--- config.mk ---
export PLATFORM = sky130hd
export DESIGN_NAME = pic_irq_ctrl
export DESIGN_NICKNAME = d
export VERILOG_FILES = /design/src/rtl/pic_pkg.sv /design/src/rtl/pic_prio.sv /design/src/rtl/pic_gctl.sv /design/src/rtl/pic_irq_ctrl.sv
export SDC_FILE = /design/constraint.sdc
export NUM_CORES = 1
export LEC_CHECK = 0
export ABC_AREA = 1
export BUFFER_PORTS_ARGS = -buffer_cell sky130_fd_sc_hd__buf_2
export CAP_MARGIN = 15
export CORE_MARGIN = 5
export CORE_UTILIZATION = 56
export CTS_CLUSTER_DIAMETER = 60
export DETAILED_ROUTE_END_ITERATION = 10
export PLACE_DENSITY = 0.86
export REMOVE_ABC_BUFFERS = 1
export SETUP_SLACK_MARGIN = 0.2
export SLEW_MARGIN = 30
export SYNTH_ARGS = -nofsm -noshare
export SYNTH_HDL_FRONTEND = slang
export SYNTH_HIERARCHICAL = 1
export SYNTH_SLANG_ARGS = --single-unit
--- constraint.sdc ---
create_clock -name pclk -period 2.8 [get_ports pclk]
set_clock_uncertainty 0.15 [all_clocks]
set_input_delay 0.28 -clock pclk [delete_from_list [all_inputs] [get_ports pclk]]
set_output_delay 0.28 -clock pclk [all_outputs]
set_load 0.03 [all_outputs]
--- src/rtl/pic_pkg.sv ---
// Constants and types of the parallel core interrupt controller
package pic_pkg;

  localparam int unsigned DATA_W      = 32;
  localparam int unsigned ADDR_W      = 12;
  localparam int unsigned IDX_W       = 5;
  localparam int unsigned PEER_N      = 4;

  // APB byte offsets
  localparam logic [11:0] OFF_MASK    = 12'h000;
  localparam logic [11:0] OFF_FLAGS   = 12'h004;
  localparam logic [11:0] OFF_STAT    = 12'h008;

  // Enable mask and program counter bits
  localparam int unsigned MASK_WMODE  = 0;
  localparam int unsigned PC_LOOP     = 0;
  localparam int unsigned PC_GLOBAL   = 1;

  // Pending flag positions of the nine implemented sources
  localparam int unsigned FLG_DONE    = 9;
  localparam int unsigned FLG_FAULT   = 10;
  localparam int unsigned FLG_OVERRUN = 11;
  localparam int unsigned FLG_TASK    = 14;
  localparam int unsigned FLG_PEER0   = 24;
  localparam int unsigned FLG_MASTER  = 31;

  // Status register fields
  localparam int unsigned STAT_LOOP   = 0;
  localparam int unsigned STAT_GLOBAL = 1;
  localparam int unsigned STAT_BUSY   = 2;
  localparam int unsigned STAT_PEND   = 3;
  localparam int unsigned STAT_IDX    = 8;

  // Flag bits 1..31 hold sources, bit 0 has none
  localparam logic [31:0] FLAG_IMPL   = 32'hFFFF_FFFE;
  localparam logic [31:0] MASK_RST    = 32'h0000_0000;
  localparam logic [31:0] FLAGS_RST   = 32'h0000_0000;

  typedef enum logic [2:0] {
    PIC_IDLE  = 3'b001,
    PIC_TAKE  = 3'b010,
    PIC_ENTRY = 3'b100
  } pic_state_t;

  typedef struct packed {
    logic g;
    logic l;
  } pic_pcbits_t;

endpackage : pic_pkg

--- src/rtl/pic_prio.sv ---
// Fixed priority picker, lowest set bit wins
`timescale 1ns/1ps
module pic_prio (
  input  wire logic [31:0] req,
  output logic             any,
  output logic [4:0]       idx
);

  always_comb begin
    any = |req;
    idx = 5'h00;
    for (int i = 31; i >= 0; i--) begin
      if (req[i]) begin
        idx = 5'(i);
      end
    end
  end

endmodule : pic_prio

--- src/rtl/pic_gctl.sv ---
// Global enable and loop inhibit bits of the program counter
`timescale 1ns/1ps
module pic_gctl (
  input  wire logic       pclk,
  input  wire logic       presetn,
  input  wire logic       eint,
  input  wire logic       dint,
  input  wire logic       pc_load,
  input  wire logic       pc_load_unscaled,
  input  wire logic       pc_load_addr_b1,
  input  wire logic       pc_load_g,
  input  wire logic       vec_load,
  input  wire logic [1:0] vec_lsb,
  output logic            glob_en,
  output logic            loop_inh
);

  pic_pkg::pic_pcbits_t cur_reg;
  pic_pkg::pic_pcbits_t cur_next;

  always_comb begin
    cur_next = cur_reg;
    if (vec_load) begin
      cur_next.g = vec_lsb[pic_pkg::PC_GLOBAL];
      cur_next.l = vec_lsb[pic_pkg::PC_LOOP];
    end else if (dint) begin
      cur_next.g = 1'b0;
    end else if (eint) begin
      cur_next.g = 1'b1;
    end else if (pc_load && pc_load_unscaled && pc_load_addr_b1) begin
      cur_next.g = pc_load_g;
    end
  end

  always_ff @(posedge pclk or negedge presetn) begin
    if (!presetn) begin
      cur_reg <= '0;
    end else begin
      cur_reg <= cur_next;
    end
  end

  assign glob_en  = cur_reg.g;
  assign loop_inh = cur_reg.l;
endmodule : pic_gctl

--- src/rtl/pic_irq_ctrl.sv ---
// Interrupt controller of one parallel core with APB register access
//
// Functional notes
// - Room for 31 source flags; nine real sources drive flag bits.
// - Disabled sources still set their flags; no service, software may poll.
// - Global enable is program counter bit 1; when 0 nothing is serviced.
// - With global enable on, a source is eligible when its mask bit is 1.
// - Enable-on sets the global enable, enable-off clears it.
// - Data unit branches and register moves into pc leave global enable.
// - Memory load into pc changes it only for unscaled immediate, bit 1 set.
// - Mask register holds one enable bit per source.
// - Mask bit 0 is write mode; at 0 written ones clear flags.
// - With write mode 1, written ones set flags, zeros keep them.
// - Flags latch requests and hold until software clears them.
// - Lowest flag bit has highest priority, falling toward the left.
// - Reserved flag bits act like sources; software clears them after reset.
// - Task switch flag set by the master core command.
// - Overrun flag set when a transfer is requested while one is queued.
// - Fault flag set when the transfer engine fails this core's transfer.
// - Done flag set at list end or on a notifying listed transfer.
// - Master note flag set by a master core message.
// - Peer note flags 0 to 3 set by peer messages, self included.
// - A set in the same cycle as a software clear leaves the flag 1.
// - Pending enabled highest interrupt is accepted on the following cycle.
// - Software must initialise mask and flags before enabling globally.
// - On entry, vector bits 1:0 load global enable and loop inhibit.
//
// Decided for this implementation: register access over APB and the register offsets.
`timescale 1ns/1ps
module pic_irq_ctrl (
  input  wire logic        pclk,
  input  wire logic        presetn,
  input  wire logic        psel,
  input  wire logic        penable,
  input  wire logic        pwrite,
  input  wire logic [11:0] paddr,
  input  wire logic [31:0] pwdata,
  output logic [31:0]      prdata,
  output logic             pready,
  output logic             pslverr,
  input  wire logic        task_cmd,
  input  wire logic        xfer_req_wr,
  input  wire logic        xfer_queued,
  input  wire logic        xfer_fault,
  input  wire logic        xfer_done,
  input  wire logic        master_note,
  input  wire logic [3:0]  peer_note,
  input  wire logic        eint,
  input  wire logic        dint,
  input  wire logic        pc_load,
  input  wire logic        pc_load_unscaled,
  input  wire logic        pc_load_addr_b1,
  input  wire logic        pc_load_g,
  input  wire logic        vec_load,
  input  wire logic [1:0]  vec_lsb,
  output logic             irq_take,
  output logic [4:0]       irq_index,
  output logic             irq_pending,
  output logic             glob_en,
  output logic             loop_inh
);

  typedef struct packed {
    logic [31:0]         mask;
    logic [31:0]         flags;
    pic_pkg::pic_state_t st;
    logic [4:0]          idx;
    logic [31:0]         rdata;
    logic                err;
  } pic_regs_t;

  pic_regs_t   cr_reg;
  pic_regs_t   cr_next;
  logic [31:0] src_set;
  logic [31:0] flags_sw;
  logic [31:0] en_pend;
  logic        pick_any;
  logic [4:0]  pick_idx;
  logic        setup;
  logic        wr;
  logic        hit_mask;
  logic        hit_flags;
  logic        hit_stat;

  pic_gctl u_gctl (
    .pclk             (pclk),
    .presetn          (presetn),
    .eint             (eint),
    .dint             (dint),
    .pc_load          (pc_load),
    .pc_load_unscaled (pc_load_unscaled),
    .pc_load_addr_b1  (pc_load_addr_b1),
    .pc_load_g        (pc_load_g),
    .vec_load         (vec_load),
    .vec_lsb          (vec_lsb),
    .glob_en          (glob_en),
    .loop_inh         (loop_inh)
  );

  // Enabled and pending, bit 0 excluded since it is the write mode bit
  assign en_pend = cr_reg.flags & cr_reg.mask & pic_pkg::FLAG_IMPL;

  pic_prio u_prio (
    .req (en_pend),
    .any (pick_any),
    .idx (pick_idx)
  );

  assign setup     = psel && !penable;
  assign wr        = psel && penable && pwrite;
  assign hit_mask  = (paddr == pic_pkg::OFF_MASK);
  assign hit_flags = (paddr == pic_pkg::OFF_FLAGS);
  assign hit_stat  = (paddr == pic_pkg::OFF_STAT);

  // Hardware set requests, one per implemented source
  always_comb begin
    src_set                       = 32'h0000_0000;
    src_set[pic_pkg::FLG_TASK]    = task_cmd;
    src_set[pic_pkg::FLG_OVERRUN] = xfer_req_wr && xfer_queued;
    src_set[pic_pkg::FLG_FAULT]   = xfer_fault;
    src_set[pic_pkg::FLG_DONE]    = xfer_done;
    src_set[pic_pkg::FLG_MASTER]  = master_note;
    for (int p = 0; p < 4; p++) begin
      src_set[pic_pkg::FLG_PEER0 + p] = peer_note[p];
    end
  end

  always_comb begin
    cr_next  = cr_reg;
    flags_sw = cr_reg.flags;
    if (wr && hit_mask) begin
      cr_next.mask = pwdata;
    end
    if (wr && hit_flags) begin
      if (cr_reg.mask[pic_pkg::MASK_WMODE]) begin
        flags_sw = cr_reg.flags | pwdata;
      end else begin
        flags_sw = cr_reg.flags & ~pwdata;
      end
    end
    // Sets win over a coincident clear, enables play no part
    cr_next.flags = (flags_sw | src_set) & pic_pkg::FLAG_IMPL;
    if (setup) begin
      cr_next.err   = !(hit_mask || hit_flags || hit_stat);
      cr_next.rdata = 32'h0000_0000;
      if (hit_mask) begin
        cr_next.rdata = cr_reg.mask;
      end else if (hit_flags) begin
        cr_next.rdata = cr_reg.flags;
      end else if (hit_stat) begin
        cr_next.rdata[pic_pkg::STAT_LOOP]   = loop_inh;
        cr_next.rdata[pic_pkg::STAT_GLOBAL] = glob_en;
        cr_next.rdata[pic_pkg::STAT_BUSY]   = (cr_reg.st != pic_pkg::PIC_IDLE);
        cr_next.rdata[pic_pkg::STAT_PEND]   = pick_any;
        cr_next.rdata[pic_pkg::STAT_IDX +: 5] = pick_idx;
      end
    end
    case (cr_reg.st)
      pic_pkg::PIC_IDLE: begin
        // Accept the winner one cycle after it is seen
        if (glob_en && pick_any) begin
          cr_next.st  = pic_pkg::PIC_TAKE;
          cr_next.idx = pick_idx;
        end
      end
      pic_pkg::PIC_TAKE: begin
        cr_next.st = vec_load ? pic_pkg::PIC_IDLE : pic_pkg::PIC_ENTRY;
      end
      pic_pkg::PIC_ENTRY: begin
        // Hold off further accepts until the vector bits are loaded
        if (vec_load) begin
          cr_next.st = pic_pkg::PIC_IDLE;
        end
      end
      default: begin
        cr_next.st = pic_pkg::PIC_IDLE;
      end
    endcase
  end

  // Reset values are defined though software must still initialise both
  always_ff @(posedge pclk or negedge presetn) begin
    if (!presetn) begin
      cr_reg.mask  <= pic_pkg::MASK_RST;
      cr_reg.flags <= pic_pkg::FLAGS_RST;
      cr_reg.st    <= pic_pkg::PIC_IDLE;
      cr_reg.idx   <= 5'h00;
      cr_reg.rdata <= 32'h0000_0000;
      cr_reg.err   <= 1'b0;
    end else begin
      cr_reg <= cr_next;
    end
  end

  assign prdata      = cr_reg.rdata;
  assign pslverr     = cr_reg.err;
  assign pready      = 1'b1;
  assign irq_take    = (cr_reg.st == pic_pkg::PIC_TAKE);
  assign irq_index   = cr_reg.idx;
  assign irq_pending = pick_any;

  for (genvar p = 0; p < 4; p++) begin : g_peer_chk

  end
endmodule : pic_irq_ctrl

==> impl_metrics.ini <==
[global_routing]
grt_pass1_wl_mm = 25.9
track_usage_pct = 24.4
grt_max_degree = 107
antenna_found_initial = 1
grt_pass1_vias = 5610
grt_remaining_overflow = 0

[clock_network]
htreeDepth = 3
clk_path_buf_depth = 2
cts_tree = built
clockRootBuffer = clkbuf_8
insertion_delay_ns = 0.37
cts_buffers = 9
cts.sinks = 106
clkSlewWorstSetupHoldPaths_ns = 0.10

[pwr]
total_leakage_power_nw = 4.30
p_clk_share_pct = 32.2
comb_power_share_pct = 11.8
powerDensity_nw_per_um2 = 404
peakVddDrop_mv = 0.292
switching_share_pct = 26.4
seqPwrFrac_pct = 56.0
internal_power_mw = 2.09
power_switching_mw = 0.749

[finish]
fin_nets = 1033
final_cell_mix = 373 x nand2_1, 117 x nand3_1, 107 x buf_2
syn_to_final_growth_pct = 14.6
layout.cells.most_common = nand2_1
finalCoreUtilization_pct = 65.1
drive_above_1_share_pct = 18.1
fin_cells = 1110
diodes = 0

[setup_path]
arrival_ns = 2.72
crit_type = reg2reg
crit_required_ns = 2.95
cp_slowest_cell = dfrtp_1
end_kind = flip-flop
cpMostUsedCell = nand2_1
crit_chain = nand2_1 > inv_2 > buf_4 > nor2_1 > inv_1 > a311oi_2 > o31ai_1 > o21ai_1 > nand2_1 > nand2_1 > nand2_1 > nand2_1 > nand2_1 > nand2_1 > nand2_1 > a21oi_1 > a211oi_1 > nand3_1 > nand3_1 > nand2_1 > nand2_1
startpoint_type = flip-flop
crit_fanout = 3
critPathMaxStageDelay_ns = 0.38

[sta]
hold_viol = 0
maxSlewHeadroom_pct = 52.5
drv_slew = 0
fin_tns_setup_ns = 0
period_needed_ns = 2.56
fin_crit_sh_pct = 91.6
rsz0062_at_grt = yes
finalSetupViolCount = 0
fmax_mhz = 390
tightest_slew_ns = 0.713

[floorplanning]
core_area_um2 = 10800
fp.dieW_um = 115
ios = 111
fp-row-count = 38
die-area_um2 = 13100
start_util_pct = 56.8
die_h_um = 115

[logic_synthesis]
synthesis.area_um2 = 6130
ys_seq_area_share_pct = 43.3
syn_inst = 872
yosysUniqueCellTypes = 34
synth_ff_type = dfrtp_1
ys_seq_elements = 106
synth_edf_count = 0
synth_area_per_cell_um2 = 7.03
async_flop_share_pct = 100
yosysWarningCount = 6

[placement]
port_buffers = 109
dp_hpwl_mm = 9.95
place_inst = 1065
gp_congestion = 0.855

[hold_path]
hp-class = in2reg

[status]
status = finished, final reports clean

[drt]
wire_per_inst_um = 13.8
routed_wl_mm = 15.4
drcViolationCount = 0
dr.pass1.iters = 5
avgViaCountPerCell = 5.11
via_count = 5671
antenna_left = 0
drt_iter0_markers = 440

[run]
cap_violations = 0
## final timing paths
check	slack (ns)	endpoint	depth (start not counted)	from
max in group asynchronous	1.69	prdata[23]$_DFFE_PN0P_	3	presetn
min reg2reg	0.33	prdata[17]$_DFFE_PN0P_	2	prdata[17]$_DFFE_PN0P_
max	0.24	prdata[9]$_DFFE_PN0P_	21	flip-flop
min in group asynchronous	0.37	prdata[29]$_DFFE_PN0P_	3	presetn
min	0.01	cr_reg[102]$_DFFE_PN0P_	3	pwdata[29]
max reg2reg	0.24	prdata[9]$_DFFE_PN0P_	21	flip-flop
## power by group through the flow
stage	registers [mW]	clock network, mW	logic (mW)
after floorplan	1.65	0	0.114
after global routing	1.59	0.993	0.373
after detailed placement	1.62	0	0.303
after global placement	1.62	0	0.300
final	1.59	0.915	0.334
after CTS	1.59	0.921	0.334
## what timing repair did
action | 4_1_cts | 5_1_grt
pin swaps | 1 | 3
setup buffers | 0 | 1
hold buffers | 28 | 0
endpoints found under the setup margin | 1 | 4
hold endpoints to repair | 132 | 0
cloned | 0 | 0
gates resized for setup | 2 | 11
## stage by stage
step | power, mW | area, um2 | hold slack, ns | worst slack [ns]
global route | 2.96 | 7030 | 0.00748 | -0.200
floorplan | 1.77 | 5650 | -0.166 | -0.190
CTS | 2.84 | 6980 | 0.000962 | 0.262
global placement | 1.92 | 6500 | 0.242 | 0.321
detailed placement | 1.92 | 6500 | 0.249 | 0.295
finish | 2.84 | 7030 | 0.0107 | 0.236
## worst max-delay path, delay by kind of cell, from the launching register on
family | cells | cell delay [ns]
compound gates | 5 | 0.87
simple gates | 13 | 0.81
buf+inv | 3 | 0.29
flops | 1 | 0.38
## routing by layer
metal | GRT usage [%] | share of wire [%] | vias up
met5 | 0 | 0.072 | -
met4 | 8.39 | 1.3 | 2
met3 | 3.81 | 8.7 | 28
met2 | 40.9 | 47 | 243
met1 | 32.2 | 43 | 2562
li1 | - | - | 2836
## cells in the mapped netlist (2+ instances only)
library cell / n / area (um2)
inv_1: 95 / 357
buf_2: 10 / 50.1
mux2_2: 8 / 90.1
buf_4: 44 / 330
nand2_2: 3 / 18.8
nor2_1: 25 / 93.8
conb_1: 2 / 7.51
a21oi_1: 3 / 15.0
nor4_1: 2 / 12.5
nand2_1: 375 / 1410
nand4_1: 2 / 12.5
nand3_1: 118 / 591
nor2_4: 3 / 33.8
nor2_2: 3 / 18.8
buf_6: 5 / 56.3
o21ai_1: 9 / 45.0
o21ai_0: 26 / 130
bufinv_8: 2 / 35.0
dfrtp_1: 105 / 2630
nor3_1: 2 / 10.0
clkbuf_1: 14 / 52.6
inv_2: 4 / 15.0
## area by class of cell
| type | instances | area [um2] |
|---|---|---|
| sequential | 106 | 2650 |
| multi-input combinational | 593 | 2630 |
| clock inverter | 3 | 22.5 |
| timing repair buffer | 153 | 963 |
| clock buffer | 13 | 169 |
| tap | 140 | 175 |
| inverter | 102 | 410 |
| fill | 919 | 3760 |
## cells by family (layout without fill, tap and decap cells)
family          after synthesis  in the layout  share of synthesized area, %
simple gates                535            535                          36.3
buf+inv                     175            271                          14.7
flops                       106            106                          43.3
compound gates               45             45                          3.98
mux                           9              9                          1.65
other cells                   2              4                         0.122
(Power assumes the default switching activity.)
